`src/dual_port_timestamp_capture_defs.vh`:
```
`ifndef DUAL_PORT_TIMESTAMP_CAPTURE_DEFS_VH
`define DUAL_PORT_TIMESTAMP_CAPTURE_DEFS_VH

// register indices, byte address is four times the index
`define IDX_CAPTURE_CONFIG 8'h25
`define IDX_CAPTURE_CONTROL 8'h26
`define IDX_CAPTURE_LINE_UPPER 8'h27
`define IDX_CAPTURE_LINE_LOWER 8'h28
`define IDX_STAMP_STATUS 8'h29
`define IDX_PORT0_STAMP_UPPER 8'h2a
`define IDX_PORT0_STAMP_LOWER 8'h2b
`define IDX_PORT1_STAMP_UPPER 8'h2c
`define IDX_PORT1_STAMP_LOWER 8'h2d
`define IDX_EVENT_STATUS 8'h40
`define IDX_EVENT_ENABLE 8'h41
`define IDX_EVENT_CLEAR 8'h42

// capture_config fields
`define CFG_EVENT_SEL_BIT 0
`define CFG_FREE_RUN_BIT 1
`define CFG_RES_LSB 4
`define CFG_RES_MSB 5

// capture_control fields
`define CTL_ON0_BIT 0
`define CTL_ON1_BIT 1
`define CTL_HOLD_BIT 4

// stamp_status fields
`define STS_VALID0_BIT 0
`define STS_VALID1_BIT 1
`define STS_READY_BIT 4

// event bits
`define EVT_CAPTURE0_BIT 0
`define EVT_CAPTURE1_BIT 1
`define EVT_READY_BIT 2

// reset values
`define RST_BYTE 8'h00
`define RST_STAMP 16'h0000
`define RST_WORD 32'h0000_0000

// timing
`define CLK_PERIOD_NS 8
`define TICK_RES0_NS 40
`define TICK_RES1_NS 80
`define TICK_RES2_NS 160
`define TICK_RES3_NS 1000
`define TICK_RES0_CYCLES 7'h05
`define TICK_RES1_CYCLES 7'h0a
`define TICK_RES2_CYCLES 7'h14
`define TICK_RES3_CYCLES 7'h7d

`endif

```
`src/dual_port_timestamp_capture.v`:
```
// Decided for this implementation: the AHB-Lite register port.
`include "dual_port_timestamp_capture_defs.vh"

module dual_port_timestamp_capture (
    input wire clk,
    input wire arst_n,
    input wire hsel,
    input wire [31:0] haddr,
    input wire [1:0] htrans,
    input wire hwrite,
    input wire [2:0] hsize,
    input wire [31:0] hwdata,
    input wire hready,
    output reg [31:0] hrdata,
    output reg hreadyout,
    output reg hresp,
    input wire port0_line_start,
    input wire port0_frame_start,
    input wire port1_line_start,
    input wire port1_frame_start,
    output reg irq
);

    localparam [6:0] TICK0 = `TICK_RES0_CYCLES;
    localparam [6:0] TICK1 = `TICK_RES1_CYCLES;
    localparam [6:0] TICK2 = `TICK_RES2_CYCLES;
    localparam [6:0] TICK3 = `TICK_RES3_CYCLES;
    localparam [1:0] ST_COUNT = 2'h1;
    localparam [1:0] ST_ARMED = 2'h2;

    // reset release synchroniser
    reg rst_meta_ff;
    reg rst_n_ff;

    always @(posedge clk or negedge arst_n)
    begin
        if (!arst_n)
        begin
            rst_meta_ff <= 1'b0;
            rst_n_ff <= 1'b0;
        end
        else
        begin
            rst_meta_ff <= 1'b1;
            rst_n_ff <= rst_meta_ff;
        end
    end

    // bus slave state
    reg wr_pend_ff;
    reg rd_pend_ff;
    reg [7:0] addr_idx_ff;

    // software registers
    reg [7:0] config_ff;
    reg [7:0] control_ff;
    reg [7:0] line_upper_ff;
    reg [7:0] line_lower_ff;
    reg [2:0] evt_status_ff;
    reg [2:0] evt_enable_ff;

    // capture state
    reg [6:0] tick_cnt_ff;
    reg [15:0] ts_cnt_ff;
    reg [1:0] valid_ff;
    reg ready_ff;
    reg hold_prev_ff;

    wire [15:0] capture_line_value;
    wire capture_event_select;
    wire free_running_select;
    wire [1:0] tick_resolution;
    wire hold_captures;
    wire [1:0] port_capture_on;
    wire [1:0] line_start;
    wire [1:0] frame_start;
    wire [1:0] cap_evt;
    wire [31:0] stamp_bus;
    wire addr_phase;
    wire wr_do;
    wire hold_write;
    wire hold_release;
    wire [6:0] tick_last;
    wire tick;
    wire [1:0] nxt_valid;
    wire ready_set;
    wire nxt_ready;
    wire [2:0] evt_raw;
    wire [2:0] evt_clr;
    wire [2:0] nxt_evt_status;
    reg [7:0] rd_mux;

    assign capture_line_value = {line_upper_ff, line_lower_ff};
    assign capture_event_select = config_ff[`CFG_EVENT_SEL_BIT];
    assign free_running_select = config_ff[`CFG_FREE_RUN_BIT];
    assign tick_resolution = config_ff[`CFG_RES_MSB:`CFG_RES_LSB];
    assign hold_captures = control_ff[`CTL_HOLD_BIT];
    assign port_capture_on = {control_ff[`CTL_ON1_BIT], control_ff[`CTL_ON0_BIT]};
    assign line_start = {port1_line_start, port0_line_start};
    assign frame_start = {port1_frame_start, port0_frame_start};

    assign addr_phase = hsel && htrans[1] && hready;
    assign wr_do = wr_pend_ff;
    assign hold_write = wr_do && (addr_idx_ff == `IDX_CAPTURE_CONTROL) && hwdata[`CTL_HOLD_BIT];
    assign hold_release = hold_prev_ff && !hold_captures;

    // timestamp counter tick divider
    assign tick_last = (tick_resolution == 2'h0) ? TICK0 - 7'h01 :
                       (tick_resolution == 2'h1) ? TICK1 - 7'h01 :
                       (tick_resolution == 2'h2) ? TICK2 - 7'h01 :
                       TICK3 - 7'h01;
    assign tick = (tick_cnt_ff >= tick_last);

    always @(posedge clk or negedge rst_n_ff)
    begin
        if (!rst_n_ff)
        begin
            tick_cnt_ff <= 7'h00;
            ts_cnt_ff <= `RST_STAMP;
        end
        else
        begin
            if (tick)
            begin
                tick_cnt_ff <= 7'h00;
                ts_cnt_ff <= ts_cnt_ff + 16'h0001;
            end
            else
            begin
                tick_cnt_ff <= tick_cnt_ff + 7'h01;
            end
        end
    end

    // per-port line counting and capture
    genvar p;
    generate
        for (p = 0; p < 2; p = p + 1)
        begin : g_port
            reg [15:0] line_cnt_ff;
            reg [1:0] state_ff;
            reg [15:0] stamp_ff;
            wire [15:0] line_next;
            wire line_hit;
            wire sel_evt;

            assign line_next = line_cnt_ff + 16'h0001;
            assign line_hit = line_start[p] && !frame_start[p] && (line_next == capture_line_value);
            assign sel_evt = !capture_event_select ? line_hit :
                             !free_running_select ? frame_start[p] :
                             (state_ff == ST_ARMED) && frame_start[p];
            assign cap_evt[p] = sel_evt && port_capture_on[p] && !hold_captures;
            assign stamp_bus[16*p+15:16*p] = stamp_ff;

            always @(posedge clk or negedge rst_n_ff)
            begin
                if (!rst_n_ff)
                begin
                    line_cnt_ff <= `RST_STAMP;
                    state_ff <= ST_COUNT;
                    stamp_ff <= `RST_STAMP;
                end
                else
                begin
                    if (frame_start[p])
                    begin
                        line_cnt_ff <= `RST_STAMP;
                    end
                    else if (line_start[p] && (line_cnt_ff != 16'hffff))
                    begin
                        line_cnt_ff <= line_next;
                    end
                    case (state_ff)
                        ST_COUNT:
                        begin
                            if (line_hit && capture_event_select && free_running_select)
                            begin
                                state_ff <= ST_ARMED;
                            end
                        end
                        ST_ARMED:
                        begin
                            if (frame_start[p] || !capture_event_select || !free_running_select)
                            begin
                                state_ff <= ST_COUNT;
                            end
                        end
                        default:
                        begin
                            state_ff <= ST_COUNT;
                        end
                    endcase
                    if (cap_evt[p])
                    begin
                        stamp_ff <= ts_cnt_ff;
                    end
                end
            end
        end
    endgenerate

    // valid and ready flags, set wins over clear
    assign nxt_valid = cap_evt | (hold_release ? 2'h0 : valid_ff);
    assign ready_set = (|cap_evt) && (|port_capture_on) &&
                       ((nxt_valid & port_capture_on) == port_capture_on);
    assign nxt_ready = ready_set | (ready_ff && !hold_write);

    // interrupt events
    assign evt_raw = {ready_set && !ready_ff, cap_evt};
    assign evt_clr = (wr_do && (addr_idx_ff == `IDX_EVENT_CLEAR)) ? hwdata[2:0] : 3'h0;
    assign nxt_evt_status = evt_raw | (evt_status_ff & ~evt_clr);

    always @(posedge clk or negedge rst_n_ff)
    begin
        if (!rst_n_ff)
        begin
            valid_ff <= 2'h0;
            ready_ff <= 1'b0;
            hold_prev_ff <= 1'b0;
            evt_status_ff <= 3'h0;
            irq <= 1'b0;
        end
        else
        begin
            valid_ff <= nxt_valid;
            ready_ff <= nxt_ready;
            hold_prev_ff <= hold_captures;
            evt_status_ff <= nxt_evt_status;
            irq <= |(nxt_evt_status & evt_enable_ff);
        end
    end

    // register writes in the data phase
    always @(posedge clk or negedge rst_n_ff)
    begin
        if (!rst_n_ff)
        begin
            config_ff <= `RST_BYTE;
            control_ff <= `RST_BYTE;
            line_upper_ff <= `RST_BYTE;
            line_lower_ff <= `RST_BYTE;
            evt_enable_ff <= 3'h0;
        end
        else if (wr_do)
        begin
            case (addr_idx_ff)
                `IDX_CAPTURE_CONFIG:
                begin
                    config_ff <= hwdata[7:0] & 8'h33;
                end
                `IDX_CAPTURE_CONTROL:
                begin
                    control_ff <= hwdata[7:0] & 8'h13;
                end
                `IDX_CAPTURE_LINE_UPPER:
                begin
                    line_upper_ff <= hwdata[7:0];
                end
                `IDX_CAPTURE_LINE_LOWER:
                begin
                    line_lower_ff <= hwdata[7:0];
                end
                `IDX_EVENT_ENABLE:
                begin
                    evt_enable_ff <= hwdata[2:0];
                end
                default:
                begin
                    line_lower_ff <= line_lower_ff;
                end
            endcase
        end
    end

    // read multiplexer
    always @*
    begin
        rd_mux = `RST_BYTE;
        case (addr_idx_ff)
            `IDX_CAPTURE_CONFIG:
            begin
                rd_mux = config_ff;
            end
            `IDX_CAPTURE_CONTROL:
            begin
                rd_mux = control_ff;
            end
            `IDX_CAPTURE_LINE_UPPER:
            begin
                rd_mux = line_upper_ff;
            end
            `IDX_CAPTURE_LINE_LOWER:
            begin
                rd_mux = line_lower_ff;
            end
            `IDX_STAMP_STATUS:
            begin
                rd_mux = {3'h0, ready_ff, 2'h0, valid_ff};
            end
            `IDX_PORT0_STAMP_UPPER:
            begin
                rd_mux = stamp_bus[15:8];
            end
            `IDX_PORT0_STAMP_LOWER:
            begin
                rd_mux = stamp_bus[7:0];
            end
            `IDX_PORT1_STAMP_UPPER:
            begin
                rd_mux = stamp_bus[31:24];
            end
            `IDX_PORT1_STAMP_LOWER:
            begin
                rd_mux = stamp_bus[23:16];
            end
            `IDX_EVENT_STATUS:
            begin
                rd_mux = {5'h00, evt_status_ff};
            end
            `IDX_EVENT_ENABLE:
            begin
                rd_mux = {5'h00, evt_enable_ff};
            end
            default:
            begin
                rd_mux = `RST_BYTE;
            end
        endcase
    end

    // ahb-lite slave: writes zero wait, reads one wait state
    always @(posedge clk or negedge rst_n_ff)
    begin
        if (!rst_n_ff)
        begin
            wr_pend_ff <= 1'b0;
            rd_pend_ff <= 1'b0;
            addr_idx_ff <= `RST_BYTE;
            hrdata <= `RST_WORD;
            hreadyout <= 1'b1;
            hresp <= 1'b0;
        end
        else
        begin
            hresp <= 1'b0;
            if (rd_pend_ff)
            begin
                hrdata <= {24'h00_0000, rd_mux};
                hreadyout <= 1'b1;
                rd_pend_ff <= 1'b0;
                wr_pend_ff <= 1'b0;
            end
            else if (addr_phase)
            begin
                addr_idx_ff <= haddr[9:2];
                wr_pend_ff <= hwrite;
                rd_pend_ff <= !hwrite;
                hreadyout <= hwrite;
            end
            else
            begin
                wr_pend_ff <= 1'b0;
                hreadyout <= 1'b1;
            end
        end
    end

endmodule // dual_port_timestamp_capture

```
`config.mk`:
```
export PLATFORM = sky130hd
export DESIGN_NAME = dual_port_timestamp_capture
export DESIGN_NICKNAME = d
export VERILOG_FILES = /design/src/dual_port_timestamp_capture.v
export VERILOG_INCLUDE_DIRS = /design/src /design/src/src
export SDC_FILE = /design/constraint.sdc
export NUM_CORES = 1
export LEC_CHECK = 0
export ABC_CLOCK_PERIOD_IN_PS = 7000
export BUFFER_PORTS_ARGS = -buffer_cell sky130_fd_sc_hd__buf_2
export CAP_MARGIN = 20
export CORE_UTILIZATION = 63
export DETAILED_ROUTE_END_ITERATION = 10
export PLACE_DENSITY = 0.86
export SLEW_MARGIN = 25
export SYNTH_ARGS = -nofsm -noshare
export SYNTH_HDL_FRONTEND = slang
export SYNTH_SLANG_ARGS = --single-unit
```
`constraint.sdc`:
```
create_clock -name clk -period 7 [get_ports clk]
set_input_delay 0.7 -clock clk [delete_from_list [all_inputs] [get_ports clk]]
set_output_delay 0.7 -clock clk [all_outputs]
set_load 0.03 [all_outputs]
```
==> summary.txt, run 1 <==
Status
  – Status: completed

STA
  – Slew margin rel.: 39.6%
  – Final Hold Vio Count: 0
  – Final period util: 47.4%
  – Total negative slack: 0 ns
  – F_max: 301 MHz
  – Final Skew: 0.0119 ns
  – RSZ-0062 raised after global routing: no
  – Final setup vio count: 0
  – Period minus WS final: 3.32 ns
  – Setup WS post-layout: 3.68 ns
  – Final Max Tran Viols: 0
  – Worst-Margin Slew: 0.903 ns

Drt
  – Routed vias/inst: 6.24
  – Post-Route WL: 19.7 mm
  – DR pass1 iterations: 5
  – Post-route ant nets: 0
  – # DRC: 0
  – Initial DRC count: 628
  – DR vias: 6250
  – WL/cell: 19.7 µm

GRT
  – Global route overflow: 0
  – GRT Util Overall: 31.8%
  – Largest net degree at the start of global routing: 68
  – First-pass GRT wire length: 31.9 mm
  – Vias in the first global route: 6246
  – Initial antenna violation count: 0

Pwr
  – VDD IR max: 0.219 mV
  – Leak pwr: 3.96 nW
  – PwrDens: 255 nW/µm²

Clock network
  – Num CTS Buffers: 17
  – Setup bufs post-CTS: 0
  – Clk_lat worst skew: 0.44 ns
  – CTS root buffer: clkbuf_16
  – Bufs on Longest Clock Path: 2
  – Clk slew on worst S/H paths: 0.06 ns
  – Cts hold-fix bufs: 0
  – TritonCTS clock tree: built
  – Clock sink count: 146
  – Post_cts resized: 0
  – H-tree Lvls: 4

Setup path
  – CP max stage cell: o311ai_0
  – Crit-path cells: ha_1, nand3_2, o311ai_0, o21ai_1, a2111oi_2, nand4_2, o2bb2a_4, a21o_1, a21oi_1, a211o_1
  – Critical path type: register to register
  – CP required: 7.38 ns
  – Slowest stage delay, CP: 0.48 ns
  – Max Fanout on Critical Path: 20
  – Worst setup SP type: register
  – Reg-to-Reg End: irq
  – CP endpoint kind: register
  – R2r setup slk: 3.68 ns
  – Critical path arrival: 3.70 ns
  – R2R depth: 10
  – R2R Path Start: g_port[1].line_cnt_ff[0]

Placement
  – PortBufs: 35
  – HPWL after DPL: 13.3 mm
  – Placed cell count: 970
  – DP Worst Slack: 3.62 ns
  – RD Place Congestion: 0.921

Min path
  – Hold Crit Class: input port to async pin

Logic synthesis
  – Synth warnings: 0
  – Main synth FF type: dfrtp_1
  – Syn avg cell area: 10.2 µm²
  – Async set-reset flop share out of synthesis: 100%
  – Netlist area before placement: 8140 µm²
  – Yosys reg bits: 146
  – Number of synthesized flops with an enable pin: 0
  – Register area share after synthesis: 44.9%
  – Syn Inst Count: 801
  – Yosys cell types: 69

Die
  – Die Span Y: 116 µm
  – Io pins: 113
  – Core area: 12600 µm²
  – Rows: 41
  – Initial Util: 64.5%
  – Die Span X: 116 µm
  – Die area: 13400 µm²

Flow run
  – Max-Cap Viols: 0

Layout
  – Layout cell share with drive strength beyond 1: 18.8%
  – Non-filler instance count after layout: 1002
  – Antenna cells: 0
  – Most frequent cells in the layout: dfrtp_1 (142), nand2_1 (73), nor2_1 (63)
  – Layout Nets: 909
  – Area growth syn-to-layout: 8.56%
  – Commonest non-fill, non-tap cell in the layout: dfrtp_1
where the power goes:
part	total, mW	internal, mW	switching (mW)
logic	0.320	0.131	0.190
registers	1.03	0.914	0.113
clock network	0.905	0.542	0.363
area by class of cell:
type | count | area, µm²
multi-input cells | 591 | 4080
fillers | 888 | 3780
flip-flops and latches | 146 | 3660
clock buffers | 20 | 457
well taps | 172 | 215
repair buffers | 39 | 205
clock inverters | 12 | 131
inverters | 22 | 82.6
how the worst max path moves through the flow:
stage,endpoint,startpoint,slack (ns)
after floorplan,addr_idx_ff[0],rst_n_ff,2.64
after global placement,irq,port1_frame_start,3.67
after detailed placement,irq,port1_frame_start,3.62
after CTS,irq,g_port[1].line_cnt_ff[0],3.68
after global routing,irq,g_port[1].line_cnt_ff[0],3.43
final,irq,g_port[1].line_cnt_ff[0],3.68
worst max-delay path, delay by kind of cell, from the launching register on:
kind / cells / cell delay (ns)
compound gates: 7 / 2.07
fa+ha+maj: 1 / 0.31
flops: 1 / 0.47
simple gates: 2 / 0.41
metal layers:
metal / track usage, % / vias to the layer above / part of all wire (%)
met3: 8.68 / 60 / 7.8
met1: 38.8 / 3112 / 40
met5: 0 / - / 0
met2: 51.7 / 276 / 48
met4: 16.8 / 0 / 3.7
li1: - / 2802 / -
registers in the layout, summed over array words and instances (netlist names), 2 cells and up:
| register | flops |
|---|---|
| addr_idx_ff | 8 |
| config_ff | 4 |
| control_ff | 3 |
| evt_enable_ff | 3 |
| evt_status_ff | 3 |
| g_port.line_cnt_ff | 32 |
| g_port.stamp_ff | 32 |
| g_port.state_ff | 4 |
| hrdata | 8 |
| line_lower_ff | 8 |
| line_upper_ff | 8 |
| tick_cnt_ff | 7 |
| ts_cnt_ff | 16 |
| valid_ff | 2 |
kinds of logic (layout without fill, tap and decap cells):
| group | count (synthesis) | after routing | synth area share [%] |
|---|---|---|---|
| buffers and inverters | 88 | 93 | 6.00 |
| AO/OA/AOI/OAI | 108 | 108 | 9.21 |
| multiplexers | 73 | 73 | 10.3 |
| adder cells (fa/ha/maj) | 14 | 14 | 2.15 |
| XOR/XNOR | 81 | 81 | 8.72 |
| flip-flops | 146 | 146 | 44.9 |
| AND/OR/NAND/NOR | 289 | 289 | 18.6 |
| other | 2 | 26 | 0.0923 |
stage by stage:
step	total power, mW	util, %	hold WS [ns]	area (µm²)
after floorplan	1.26	-	0.331	8230
after CTS	2.25	70.0	0.0274	8840
after global placement	1.33	65.4	0.218	8250
final	2.25	70.0	0.0409	8840
after detailed placement	1.35	65.4	0.226	8250
after global routing	2.34	70.0	0.0378	8840
synthesized netlist by cell type (all sizes together) (4+ instances only):
library cell | instances | share of area (%)
xor2 | 30 | 3.2
nor4 | 12 | 1.2
nor3 | 12 | 0.74
nand4 | 20 | 1.8
a21oi | 25 | 1.5
ha | 14 | 2.2
nor4b | 6 | 0.65
o211ai | 5 | 0.46
a31oi | 4 | 0.31
mux2 | 63 | 9.0
a221oi | 4 | 0.43
mux2i | 10 | 1.2
nand2 | 73 | 3.4
inv | 22 | 1.0
o21ai | 26 | 1.6
or3 | 13 | 1.0
nand3 | 41 | 2.8
nand2b | 12 | 0.92
xnor2 | 51 | 5.5
a21o | 8 | 0.74
buf | 45 | 4.0
a22o | 8 | 0.86
dfrtp | 143 | 44
clkbuf | 21 | 0.98
nor2b | 7 | 0.63
nor2 | 63 | 2.9
and3 | 11 | 0.85
(Power assumes the default switching activity.)
==> inputs of run 2 (changes only) <==
--- a/config.mk
+++ b/config.mk
@@ -6,12 +6,12 @@
 export SDC_FILE = /design/constraint.sdc
 export NUM_CORES = 1
 export LEC_CHECK = 0
-export ABC_CLOCK_PERIOD_IN_PS = 7000
+export ABC_CLOCK_PERIOD_IN_PS = 3000
 export BUFFER_PORTS_ARGS = -buffer_cell sky130_fd_sc_hd__buf_2
 export CAP_MARGIN = 20
-export CORE_UTILIZATION = 63
+export CORE_UTILIZATION = 53
 export DETAILED_ROUTE_END_ITERATION = 10
-export PLACE_DENSITY = 0.86
+export PLACE_DENSITY = 0.77
 export SLEW_MARGIN = 25
 export SYNTH_ARGS = -nofsm -noshare
 export SYNTH_HDL_FRONTEND = slang
==> constraint.sdc (replaced) <==
create_clock -name clk -period 3 [get_ports clk]
set_input_delay 0.3 -clock clk [delete_from_list [all_inputs] [get_ports clk]]
set_output_delay 0.3 -clock clk [all_outputs]
set_load 0.03 [all_outputs]
==> run 2 against run 1 <==
Compared with the run above: register-to-register slack got worse by 3.6 ns; critical path depth down 1; largest cell class unchanged; worst setup slack got worse by 3.6 ns; critical path type unchanged; highest routed layer unchanged; clock skew shrank 0.0022 ns; sequential power increased by 130%; via count down 1.8%.
==> summary.txt, run 2 (same netlist as run 1, synthesis figures left out) <==
STA
  – Slew margin rel.: 60.5% (was 39.6%)
  – Final setup vio count: 0 (unchanged)
  – Total negative slack: 0 ns (unchanged)
  – RSZ-0062 raised after global routing: no (unchanged)
  – Final period util: 95.9% (was 47.4%)
  – Period minus WS final: 2.88 ns (was 3.32 ns)
  – Final Skew: 0.00972 ns (was 0.0119 ns)
  – Final Max Tran Viols: 0 (unchanged)
  – Setup WS post-layout: 0.123 ns (was 3.68 ns)
  – F_max: 348 MHz (was 301 MHz)
  – Worst-Margin Slew: 0.593 ns (was 0.903 ns)
  – Final Hold Vio Count: 0 (unchanged)
  – Worst hold slack: 0.0942 ns (was 0.0409 ns)

Clock network
  – Setup bufs post-CTS: 0 (unchanged)
  – TritonCTS clock tree: built (unchanged)
  – Clk slew on worst S/H paths: 0.06 ns (about the same)
  – Clock sink count: 146 (unchanged)
  – H-tree Lvls: 4 (unchanged)
  – CTS root buffer: clkbuf_16 (unchanged)
  – Clk_lat worst skew: 0.43 ns (was 0.44 ns)
  – Num CTS Buffers: 17 (unchanged)
  – Bufs on Longest Clock Path: 2 (unchanged)

Placement
  – PortBufs: 35 (unchanged)
  – DP Worst Slack: 0.0743 ns (was 3.62 ns)
  – RD Place Congestion: 0.895 (was 0.921)
  – HPWL after DPL: 13.3 mm (about the same)
  – Placed cell count: 1014 (was 970)
  – Placed cell areas: 8530 µm² (was 8250 µm²)

GRT
  – First-pass GRT wire length: 31.3 mm (was 31.9 mm)
  – Global route overflow: 0 (unchanged)
  – Initial antenna violation count: 0 (unchanged)
  – Largest net degree at the start of global routing: 75 (was 68)
  – Vias in the first global route: 6063 (was 6246)
  – GRT Util Overall: 25.5% (was 31.8%)

Drt
  – Routed vias/inst: 5.86 (was 6.24)
  – Post-route ant nets: 0 (unchanged)
  – Initial DRC count: 509 (was 628)
  – # DRC: 0 (unchanged)
  – DR pass1 iterations: 5 (unchanged)
  – DR vias: 6139 (was 6250)
  – Post-Route WL: 19.0 mm (was 19.7 mm)
  – WL/cell: 18.2 µm (was 19.7 µm)

Setup path
  – Worst setup SP type: register (unchanged)
  – Critical path arrival: 3.19 ns (was 3.70 ns)
  – Max Fanout on Critical Path: 19 (was 20)
  – R2r setup slk: 0.12 ns (was 3.68 ns)
  – R2R depth: 9 (was 10)
  – Critical path type: register to register (unchanged)
  – CP endpoint kind: register (unchanged)
  – CP required: 3.32 ns (was 7.38 ns)
  – R2R Path Start: g_port[1].line_cnt_ff[0] (unchanged)
  – Reg-to-Reg End: g_port[1].stamp_ff[10] (was irq)

Die
  – Die Span X: 126 µm (was 116 µm)
  – Die area: 15900 µm² (was 13400 µm²)
  – Initial Util: 55.2% (was 64.5%)
  – Die Span Y: 126 µm (was 116 µm)
  – Rows: 44 (was 41)
  – Io pins: 113 (unchanged)
  – Core area: 14800 µm² (was 12600 µm²)

Layout
  – Top flop regs: g_port.line_cnt_ff x32, g_port.stamp_ff x32, ts_cnt_ff x16 (unchanged)
  – Layout cell share with drive strength beyond 1: 22.2% (was 18.8%)
  – Design area: 9190 µm² (was 8840 µm²)
  – Most frequent cells in the layout: dfrtp_1 (142), nand2_1 (73), nor2_1 (63) (unchanged)
  – Area growth syn-to-layout: 12.9% (was 8.56%)
  – # fillers: 1180 (was 888)
  – Util after Layout: 62.3% (was 70.0%)
  – Commonest non-fill, non-tap cell in the layout: dfrtp_1 (unchanged)
  – Layout Nets: 942 (was 909)
  – Antenna cells: 0 (unchanged)
  – Non-filler instance count after layout: 1047 (was 1002)

Min path
  – Hold path start: haddr[5]
  – Hold Path End: addr_idx_ff[3]
  – Worst Hold Path Cells: 2
  – Hold Crit Class: input port to register (was input port to async pin)

Pwr
  – PnR Total Power: 5.44 mW (was 2.25 mW)
  – PwrDens: 592 nW/µm² (was 255 nW/µm²)
  – VDD IR max: 0.442 mV (was 0.219 mV)
  – Leak pwr: 4.15 nW (was 3.96 nW)

Flow run
  – Max-Cap Viols: 0 (unchanged)

Status
  – Status: completed (unchanged)
[run 2: layout make-up]
type                            instances  area, µm²  share of cell area (%)
Clock inverter                         15        205                    2.23
Tap cell                              184        230                    2.51
Sequential cell                       146       3660                    39.8
Clock buffer                           17        425                    4.63
Inverter                               22       82.6                   0.899
Multi-Input combinational cell        591       4100                    44.7
Timing Repair Buffer                   72        480                    5.23
[run 2: what timing repair did]
item | 4_1_cts | 5_1_grt
hold buffers | 1 | 0
setup endpoints to repair | 0 | 29
hold endpoints to repair | 2 | 0
gates resized for setup | 0 | 4
[run 2: how the worst max path moves through the flow]
stage,from,end,slack [ns]
after CTS,g_port[1].line_cnt_ff[0],irq,0.05
after global routing,g_port[1].line_cnt_ff[0],g_port[1].stamp_ff[12],0.002
after floorplan,g_port[1].line_cnt_ff[0],g_port[1].stamp_ff[10],0.16
final,g_port[1].line_cnt_ff[0],g_port[1].stamp_ff[10],0.12
after global placement,g_port[1].line_cnt_ff[0],irq,0.15
after detailed placement,g_port[1].line_cnt_ff[0],irq,0.07
[run 2: report_power, final]
group	total, mW	switching [mW]	internal [mW]
Sequential	2.36	0.229	2.13
Clock	2.28	0.879	1.40
Combinational	0.795	0.461	0.334
Total	5.44	1.57	3.87
[run 2: per-layer routing]
layer / GRT usage (%) / routed length, µm / vias to the layer above / share of wire [%]
met5: 0 / 0 / - / 0
met4: 10.1 / 475 / 0 / 2.5
met3: 5.82 / 975 / 36 / 5.1
met2: 40.0 / 8980 / 182 / 47
met1: 34.3 / 8610 / 3058 / 45
li1: - / - / 2863 / -
[run 2: critical path, cell delays in order (launching register included)]
cell	delay [ns]
dfrtp_1	0.42
ha_1	0.35
xor2_1	0.20
a2111oi_4	0.33
nand4_1	0.18
a2111oi_4	0.37
nand4_2	0.18
o2bb2a_4	0.27
buf_12	0.16
mux2_4	0.30
